### config.mk
export PLATFORM = sky130hd
export DESIGN_NAME = pcmsr_bank
export DESIGN_NICKNAME = d
export VERILOG_FILES = /design/src/design/pcmsr_pkg.sv /design/src/design/pcmsr_bank.sv /design/src/design/pcmsr_pc.sv /design/src/design/pcmsr_read_mux.sv
export SDC_FILE = /design/constraint.sdc
export NUM_CORES = 1
export LEC_CHECK = 0
export BUFFER_PORTS_ARGS = -buffer_cell sky130_fd_sc_hd__buf_2
export CORE_AREA = 2 2 85 87
export DETAILED_ROUTE_END_ITERATION = 8
export DIE_AREA = 0 0 87 89
export PLACE_DENSITY = 0.75
export SLEW_MARGIN = 20
export SYNTH_ARGS = -nofsm -noshare
export SYNTH_HDL_FRONTEND = slang
export SYNTH_SLANG_ARGS = --single-unit
### constraint.sdc
create_clock -name clk -period 1.52 [get_ports clk]
set_input_delay 0.152 -clock clk [delete_from_list [all_inputs] [get_ports clk]]
set_output_delay 0.152 -clock clk [all_outputs]
set_load 0.02 [all_outputs]
### src/design/pcmsr_pkg.sv
// Package with selectors, bit positions and configuration codes of the program counter and status bank
package pcmsr_pkg;
	// ==========================================
	// Special register selectors
	localparam logic [15:0] PCMSR_SEL_PC  = 16'h0000;
	localparam logic [15:0] PCMSR_SEL_MSR = 16'h0001;
	localparam int          PCMSR_SEL_W   = 16;

	// ==========================================
	// Status bit positions, big-endian numbering, 32-bit layout
	localparam int PCMSR_B_CC  = 0;
	localparam int PCMSR_B_VMS = 17;
	localparam int PCMSR_B_VM  = 18;
	localparam int PCMSR_B_UMS = 19;
	localparam int PCMSR_B_UM  = 20;
	localparam int PCMSR_B_PVR = 21;
	localparam int PCMSR_B_EIP = 22;
	localparam int PCMSR_B_EE  = 23;
	localparam int PCMSR_B_DCE = 24;
	localparam int PCMSR_B_DZO = 25;
	localparam int PCMSR_B_ICE = 26;
	localparam int PCMSR_B_FSL = 27;
	localparam int PCMSR_B_BIP = 28;
	localparam int PCMSR_B_C   = 29;
	localparam int PCMSR_B_IE  = 30;
	localparam int PCMSR_SHIFT64 = 32;

	// ==========================================
	// Configuration codes
	localparam int PCMSR_MMU_PROTECT = 2;
	localparam int PCMSR_MMU_VIRTUAL = 3;
	localparam int PCMSR_AREA_SPEED  = 0;
	localparam int PCMSR_AREA_FREQ   = 2;
	localparam int PCMSR_W32         = 32;
	localparam int PCMSR_W64         = 64;

	// Maps a big-endian bit number to a little-endian index within a word of width w
	function automatic int pcmsr_pos(input int be_bit, input int w);
		return w - 1 - be_bit - ((w == PCMSR_W64) ? PCMSR_SHIFT64 : 0);
	endfunction
endpackage

### src/design/pcmsr_bank.sv
// Program counter and machine status register bank
// Operation
// - Program counter reads at selector zero; moves to it leave it unchanged.
// - Program counter read returns the address of the reading instruction.
// - Counter is 32 bits, or the address width up to 64 in 64-bit mode.
// - Reset loads the counter with the base-vector parameter.
// - Status read returns the carry in the carry-copy bit.
// - Status written by move at selector one, and by bit set or clear.
// - Bit set or clear: carry changes at once, other bits two cycles later.
// - Move write: carry takes effect one cycle later, all other bits two cycles later.
// - Writes to the carry-copy position are discarded.
// - Virtual mode bit enables translation and protection, or protection only.
// - Save bits exist only with a qualifying MMU and area setting.
// - User mode bit clear is privileged, set forbids certain instructions.
// - Version-register-present bit is read-only and fixed by configuration.
// - Exception-in-progress reads one while an exception is handled.
// - Exception enable allows hardware exceptions; exists with exceptions or MMU.
// - MMU exceptions are always taken regardless of exception enable.
// - Cache enable bits turn caches on, present only with that cache.
// - Divide flag sets on divide by zero or overflow, with a divider.
// - Divide flag sets whether or not exception handling is configured.
// - Stream error flag is sticky, cleared only by move or bit clear.
// - Break-in-progress sets on software, hardware or non-maskable break.
// - Carry reads one for carry, no borrow; zero for borrow.
// - Interrupt enable permits interrupts when set.
// - Bits use 32-bit layout or shift by 32 in 64-bit mode.
`timescale 1ns/1ns
module pcmsr_bank
	import pcmsr_pkg::*;
#(
	parameter int                 DATA_W                  = 32,
	parameter int                 ADDR_W                  = 32,
	parameter logic [ADDR_W-1:0]  vector_base_param       = '0,
	parameter int                 mmu_config_param        = 0,
	parameter int                 area_opt_param          = 0,
	parameter bit                 version_reg_param       = 1'b0,
	parameter bit                 exception_param         = 1'b0,
	parameter bit                 dcache_present_param    = 1'b0,
	parameter bit                 icache_present_param    = 1'b0,
	parameter bit                 divider_present_param   = 1'b0,
	parameter int                 stream_link_count_param = 0
) (
	input  wire logic                   clk,
	input  wire logic                   sys_rst,
	// Pipeline program counter update
	input  wire logic                   pc_load,
	input  wire logic [ADDR_W-1:0]      pc_next,
	// Special register read
	input  wire logic [PCMSR_SEL_W-1:0] special_reg_selector_a,
	output logic      [DATA_W-1:0]      special_rd_data,
	// Special register write
	input  wire logic                   move_to_special,
	input  wire logic [PCMSR_SEL_W-1:0] special_reg_selector_x,
	input  wire logic [DATA_W-1:0]      move_to_special_data,
	input  wire logic                   status_bit_set_instr,
	input  wire logic                   status_bit_clear_instr,
	input  wire logic [DATA_W-1:0]      status_bit_mask,
	// Hardware events
	input  wire logic                   carry_update,
	input  wire logic                   carry_value,
	input  wire logic                   divide_fault_event,
	input  wire logic                   stream_mismatch_event,
	input  wire logic                   break_taken_event,
	input  wire logic                   exception_entry_event,
	input  wire logic                   exception_return_event,
	input  wire logic                   hw_exception_req,
	input  wire logic                   mmu_exception_req,
	// Status outputs
	output logic                        carry_flag,
	output logic      [DATA_W-1:0]      machine_status,
	output logic                        translation_enable,
	output logic                        protection_enable,
	output logic                        user_mode_bit,
	output logic                        exception_in_progress,
	output logic                        exception_take,
	output logic                        dcache_enable,
	output logic                        icache_enable,
	output logic                        break_in_progress,
	output logic                        irq_enable
);
	// ==========================================
	// Elaboration checks
	initial begin
		if (!(DATA_W == PCMSR_W32 || DATA_W == PCMSR_W64)) begin
			$error("DATA_W must be 32 or 64");
		end
		if (DATA_W == PCMSR_W32 && ADDR_W != PCMSR_W32) begin
			$error("ADDR_W must be 32 with 32-bit data");
		end
		if (ADDR_W < PCMSR_W32 || ADDR_W > DATA_W) begin
			$error("ADDR_W out of range");
		end
	end

	// ==========================================
	// Presence of optional bits
	localparam bit AREA_OK = (area_opt_param == PCMSR_AREA_SPEED) || (area_opt_param == PCMSR_AREA_FREQ);
	localparam bit HAS_VMS = (mmu_config_param > 1) && AREA_OK;
	localparam bit HAS_UMS = (mmu_config_param > 0) && AREA_OK;
	localparam bit HAS_EXC = exception_param || (mmu_config_param > 0);
	localparam bit HAS_FSL = stream_link_count_param > 0;

	localparam int P_CC  = pcmsr_pos(PCMSR_B_CC, DATA_W);
	localparam int P_VMS = pcmsr_pos(PCMSR_B_VMS, DATA_W);
	localparam int P_VM  = pcmsr_pos(PCMSR_B_VM, DATA_W);
	localparam int P_UMS = pcmsr_pos(PCMSR_B_UMS, DATA_W);
	localparam int P_UM  = pcmsr_pos(PCMSR_B_UM, DATA_W);
	localparam int P_PVR = pcmsr_pos(PCMSR_B_PVR, DATA_W);
	localparam int P_EIP = pcmsr_pos(PCMSR_B_EIP, DATA_W);
	localparam int P_EE  = pcmsr_pos(PCMSR_B_EE, DATA_W);
	localparam int P_DCE = pcmsr_pos(PCMSR_B_DCE, DATA_W);
	localparam int P_DZO = pcmsr_pos(PCMSR_B_DZO, DATA_W);
	localparam int P_ICE = pcmsr_pos(PCMSR_B_ICE, DATA_W);
	localparam int P_FSL = pcmsr_pos(PCMSR_B_FSL, DATA_W);
	localparam int P_BIP = pcmsr_pos(PCMSR_B_BIP, DATA_W);
	localparam int P_C   = pcmsr_pos(PCMSR_B_C, DATA_W);
	localparam int P_IE  = pcmsr_pos(PCMSR_B_IE, DATA_W);

	// Writable bits; carry-copy, version bit and reserved positions never store
	localparam logic [DATA_W-1:0] WR_MASK =
		(DATA_W'(HAS_VMS) << P_VMS) | (DATA_W'(mmu_config_param > 1) << P_VM) |
		(DATA_W'(HAS_UMS) << P_UMS) | (DATA_W'(mmu_config_param > 0) << P_UM) |
		(DATA_W'(HAS_EXC) << P_EIP) | (DATA_W'(HAS_EXC) << P_EE) |
		(DATA_W'(dcache_present_param) << P_DCE) | (DATA_W'(divider_present_param) << P_DZO) |
		(DATA_W'(icache_present_param) << P_ICE) | (DATA_W'(HAS_FSL) << P_FSL) |
		(DATA_W'(1) << P_BIP) | (DATA_W'(1) << P_IE);

	typedef struct packed {
		logic [DATA_W-1:0] bits;
		logic              carry;
		logic              pend_valid;
		logic [DATA_W-1:0] pend_set;
		logic [DATA_W-1:0] pend_clr;
	} pcmsr_state_t;

	pcmsr_state_t st;
	pcmsr_state_t next_st;

	logic [ADDR_W-1:0] pc_value;
	logic [DATA_W-1:0] pc_view;
	logic              mts_msr;
	logic              bit_op;
	logic              carry_now;

	pcmsr_pc #(
		.ADDR_W            (ADDR_W),
		.vector_base_param (vector_base_param)
	) u_pc (
		.clk             (clk),
		.sys_rst         (sys_rst),
		.pc_load         (pc_load),
		.pc_next         (pc_next),
		.program_counter (pc_value)
	);

	// The counter only advances after the reading instruction retires, so the value seen is its own
	assign pc_view = DATA_W'(pc_value);

	// Moves at selector zero are not decoded at all, so the counter cannot be written
	assign mts_msr = move_to_special && (special_reg_selector_x == PCMSR_SEL_MSR);
	assign bit_op  = status_bit_set_instr || status_bit_clear_instr;

	// ==========================================
	// Carry: bit set or clear acts in the same cycle, a move a cycle later
	always_comb begin
		carry_now = st.carry;
		if (status_bit_set_instr && status_bit_mask[P_C]) begin
			carry_now = 1'b1;
		end else if (status_bit_clear_instr && status_bit_mask[P_C]) begin
			carry_now = 1'b0;
		end
	end

	// ==========================================
	// Next state
	always_comb begin
		next_st            = st;
		next_st.pend_valid = 1'b0;
		next_st.pend_set   = '0;
		next_st.pend_clr   = '0;
		next_st.carry      = carry_now;
		if (carry_update) begin
			next_st.carry = carry_value;
		end
		if (mts_msr) begin
			next_st.pend_valid = 1'b1;
			next_st.pend_set   = move_to_special_data & WR_MASK;
			next_st.pend_clr   = ~move_to_special_data & WR_MASK;
			next_st.carry      = move_to_special_data[P_C];
		end else if (bit_op) begin
			next_st.pend_valid = 1'b1;
			next_st.pend_set   = status_bit_set_instr ? (status_bit_mask & WR_MASK) : '0;
			next_st.pend_clr   = status_bit_clear_instr ? (status_bit_mask & WR_MASK) : '0;
		end
		// Delayed write lands, then hardware events override it so no event is lost
		if (st.pend_valid) begin
			next_st.bits = (st.bits & ~st.pend_clr) | st.pend_set;
		end
		if (divide_fault_event && divider_present_param) begin
			next_st.bits[P_DZO] = 1'b1;
		end
		if (stream_mismatch_event && HAS_FSL) begin
			next_st.bits[P_FSL] = 1'b1;
		end
		if (break_taken_event) begin
			next_st.bits[P_BIP] = 1'b1;
		end
		if (HAS_EXC && exception_return_event) begin
			next_st.bits[P_EIP] = 1'b0;
		end
		if (HAS_EXC && exception_entry_event) begin
			next_st.bits[P_EIP] = 1'b1;
		end
	end

	always_ff @(posedge clk) begin
		if (sys_rst) begin
			st <= '0;
		end else begin
			st <= next_st;
		end
	end

	// ==========================================
	// Read view and control outputs
	always_comb begin
		machine_status        = st.bits & WR_MASK;
		machine_status[P_C]   = st.carry;
		machine_status[P_CC]  = st.carry;
		machine_status[P_PVR] = version_reg_param;
	end

	pcmsr_read_mux #(
		.DATA_W (DATA_W)
	) u_mux (
		.sel      (special_reg_selector_a),
		.pc_view  (pc_view),
		.msr_view (machine_status),
		.rd_data  (special_rd_data)
	);

	assign carry_flag            = carry_now;
	assign translation_enable    = (mmu_config_param == PCMSR_MMU_VIRTUAL) && st.bits[P_VM];
	assign protection_enable     = (mmu_config_param >= PCMSR_MMU_PROTECT) && st.bits[P_VM];
	assign user_mode_bit         = (mmu_config_param > 0) && st.bits[P_UM];
	assign exception_in_progress = HAS_EXC && st.bits[P_EIP];
	assign exception_take        = mmu_exception_req || (HAS_EXC && hw_exception_req && st.bits[P_EE]);
	assign dcache_enable         = dcache_present_param && st.bits[P_DCE];
	assign icache_enable         = icache_present_param && st.bits[P_ICE];
	assign break_in_progress     = st.bits[P_BIP];
	assign irq_enable            = st.bits[P_IE];
endmodule

### src/design/pcmsr_pc.sv
// Program counter register with base-vector reset and read-only selector view
`timescale 1ns/1ns
module pcmsr_pc
	import pcmsr_pkg::*;
#(
	parameter int                  ADDR_W            = 32,
	parameter logic [ADDR_W-1:0]   vector_base_param = '0
) (
	input  wire logic              clk,
	input  wire logic              sys_rst,
	input  wire logic              pc_load,
	input  wire logic [ADDR_W-1:0] pc_next,
	output logic      [ADDR_W-1:0] program_counter
);
	typedef struct packed {
		logic [ADDR_W-1:0] pc;
	} pcmsr_pc_state_t;

	pcmsr_pc_state_t st;
	pcmsr_pc_state_t next_st;

	// ==========================================
	// Next state: only the pipeline moves the counter, never a register write
	always_comb begin
		next_st = st;
		if (pc_load) begin
			next_st.pc = pc_next;
		end
	end

	always_ff @(posedge clk) begin
		if (sys_rst) begin
			st.pc <= vector_base_param;
		end else begin
			st <= next_st;
		end
	end

	assign program_counter = st.pc;
endmodule

### src/design/pcmsr_read_mux.sv
// Read multiplexer for the special register selector
`timescale 1ns/1ns
module pcmsr_read_mux
	import pcmsr_pkg::*;
#(
	parameter int DATA_W = 32
) (
	input  wire logic [PCMSR_SEL_W-1:0] sel,
	input  wire logic [DATA_W-1:0]      pc_view,
	input  wire logic [DATA_W-1:0]      msr_view,
	output logic      [DATA_W-1:0]      rd_data
);
	// ==========================================
	// Selection; unknown selectors read zero
	always_comb begin
		case (sel)
			PCMSR_SEL_PC:  rd_data = pc_view;
			PCMSR_SEL_MSR: rd_data = msr_view;
			default:       rd_data = '0;
		endcase
	end
endmodule

==> reports/qor.csv <==
metric;value;unit
status;finished, violations left;
violations;negative setup slack;
syn_avg_cell_area;9.13;µm²
drt_iter0_drc;48;
syn2layout_area_growth;34.5;%
vias;1801;
initial_utilization;30.9;%
clk-insertion-delay-late;280;ps
globalplace.congestion;0.724;
vias_per_cell;4.28;
antenna_found_initial;0;
ys_types;28;
synth_cells;227;
cts_root_buf;clkbuf_8;
path_cells;buf_2 -> nor4_1 -> nand4_1 -> nor2_4 -> buf_2 -> and2_1 -> buf_2;
crit_top_cell;buf_2;
synth_top_family_by_area;simple AND/OR/NAND/NOR gates;
wl;4840;µm
numCtsBuffers;5;
core_area;6720;µm²
start_kind;input pin;
clockPowerShare;32.1;%
yosysSeqAreaShare;38.6;%
worstSetupPathType;in2out;
required;1370;ps
switching_share;26.8;%
hp-class;in2reg;
p_leak;1.49;nW
pre_cts_slack;-23.3;ps
cp.arrival;1390;ps
hpwlAfterDp;3770;µm
synth-main-ff-cell;dfxtp_1;
num_rows;30;
grt_pass1_vias;1648;
combPwrFrac;16.8;%
netlist_area;2070;µm²
ys_ff_latch;40;
first_pass_iters;4;
layout_min_cycle_time;1540;ps
sequentialPowerShare;51.2;%
die_h;89;µm
die_width;87;µm
worst-path-max-fanout;7;
io_buffer_count;117;
synth_most_common_cell;dfxtp_1;
r2r-end;machine_status[2];
p_per_area;798;nW/µm²
cts_max_path_buffers;2;
post_cts_buffers;0;
async_reset_ff_share;0;%
tritoncts;yes;
yosysTopAreaCellShare;38.6;%
io_pins;217;
worst_slack;-21.6;ps
drc_errors;0;
synth_enable_flop_cells;0;
synth_top_cell_by_area;dfxtp_1;
ff2ff_setup_slack;390;ps
wl_per_cell;11.5;µm
vdd_ir_drop_max;0.275;mV
clock_skew;1.22;ps
synth_compound_area_share;6.22;%
r2r_cells;3;
netlist_top_cells_area;dfxtp_1 (39%), mux2i_1 (16%), buf_4 (14%);
num_antenna_cells;0;
hold_viol_final;0;
synth_commonest_cells;dfxtp_1 (40), buf_4 (39), nor2_1 (36);
setup_viol;18;
fmax;649;MHz
worstSetupStartpoint;special_reg_selector_a[6];
r2r-start;machine_status[2];
critPathCaptureType;output port;
synthAdderAreaFrac;0;%
period_share;101;%
synth-simple-area-share;21.4;%
rsz0062_at_grt;yes;
holdWs;70.0;ps
fill_cells;674;
grt-ovfl-total;0;
yosys_warnings;0;
cp-endpoint;special_rd_data[6];
clkTransAtPathRegs;80;ps
htreeDepth;2;
synth.area.mux_share;16.4;%
p_switching;0.597;mW
crit_path_top_delay_cell;nor4_1;
critical-path-max-stage-delay;270;ps
p_int;1.63;mW
dieArea;7740;µm²
groute.usage.overall;11.5;%
yosys.area_share.xor_xnor;0;%
slew_violations;0;
final_nets;483;
grt_max_degree;33;
ant_nets;0;
drive_gt1_share;41.9;%
max-cap-violations;0;
grt_pass1_wl;6970;µm
clock-sinks;40;
[timing repair]
action / in CTS / in global routing
gates resized for setup: 2 / 25
hold buffers: 0 / 0
endpoints found under the hold margin: 0 / 0
gates cloned: 0 / 1
pin swaps: 0 / 2
setup endpoints to repair: 5 / 32
[through the flow]
step	TNS [ps]	power, mW	util [%]	cells	instance area (µm²)
6_report	-185	2.23	41.5	421	2790
3_5_place_dp	-63.1	1.53	38.6	412	2590
2_1_floorplan	0	1.46	-	260	2200
4_1_cts	-61.7	2.25	40.1	420	2700
3_3_place_gp	0	1.52	38.6	412	2590
5_1_grt	-3820	2.35	41.5	421	2790
[logic make-up after synthesis]
group / count (synthesis)
AOI/OAI and AO/OA: 15
other: 1
DFF: 40
and+or+nand+nor: 83
muxes: 34
buffers and inverters: 54
[sequential cells by signal (all words and copies together) (netlist names)]
name / flops
machine_status: 1
u_pc.program_counter: 32
irq_enable: 1
st: 5
break_in_progress: 1
[placed cells by master (no fill, tap or decap), types with 3 or more instances in the layout]
cell type	n
buf_2	108
dfxtp_1	40
nor2_1	36
mux2i_1	34
conb_1	34
and2_1	25
buf_6	10
clkbuf_8	6
a22o_1	5
nand2_1	5
buf_4	5
inv_1	3
and2_4	3
[final cells by class]
type	count	area, µm²	area share (%)
Clock inverter	2	10.0	0.359
Tap cell	80	100	3.59
Clock buffer	6	82.6	2.96
Sequential cell	40	801	28.7
Inverter	3	11.3	0.404
Multi-Input combinational cell	166	1070	38.5
Timing Repair Buffer	124	711	25.5
[how the worst min path moves through the flow]
stage	start	to	slack [ps]	depth (start not counted)
floorplan	move_to_special_data[1]	st[1]	260	1
global placement	mmu_exception_req	exception_take	300	0
global route	move_to_special_data[3]	st[3]	70	2
finish	move_to_special_data[1]	st[1]	70	2
detailed placement	mmu_exception_req	exception_take	300	0
CTS	move_to_special_data[3]	st[3]	60	2
[critical path, delay by kind of cell]
kind                   cells  cell delay, ps
buffers and inverters      3             430
and+or+nand+nor            4             800
[power groups by stage]
stage / combinational [mW] / clock [mW] / sequential (mW)
after floorplan: 0.299 / 0 / 1.16
after global placement: 0.356 / 0 / 1.16
after detailed placement: 0.363 / 0 / 1.16
after CTS: 0.364 / 0.748 / 1.14
after global routing: 0.413 / 0.791 / 1.15
final: 0.373 / 0.714 / 1.14
[metal layers]
| layer | routed length [µm] | up-vias | global-route usage, % |
|---|---|---|---|
| met1 | 1880 | 790 | 11.8 |
| met5 | 0 | - | 0 |
| li1 | - | 912 | - |
| met4 | 37 | 0 | 3.41 |
| met3 | 434 | 4 | 3.88 |
| met2 | 2490 | 95 | 22.1 |
No activity file was read; power rests on OpenSTA's default activity.
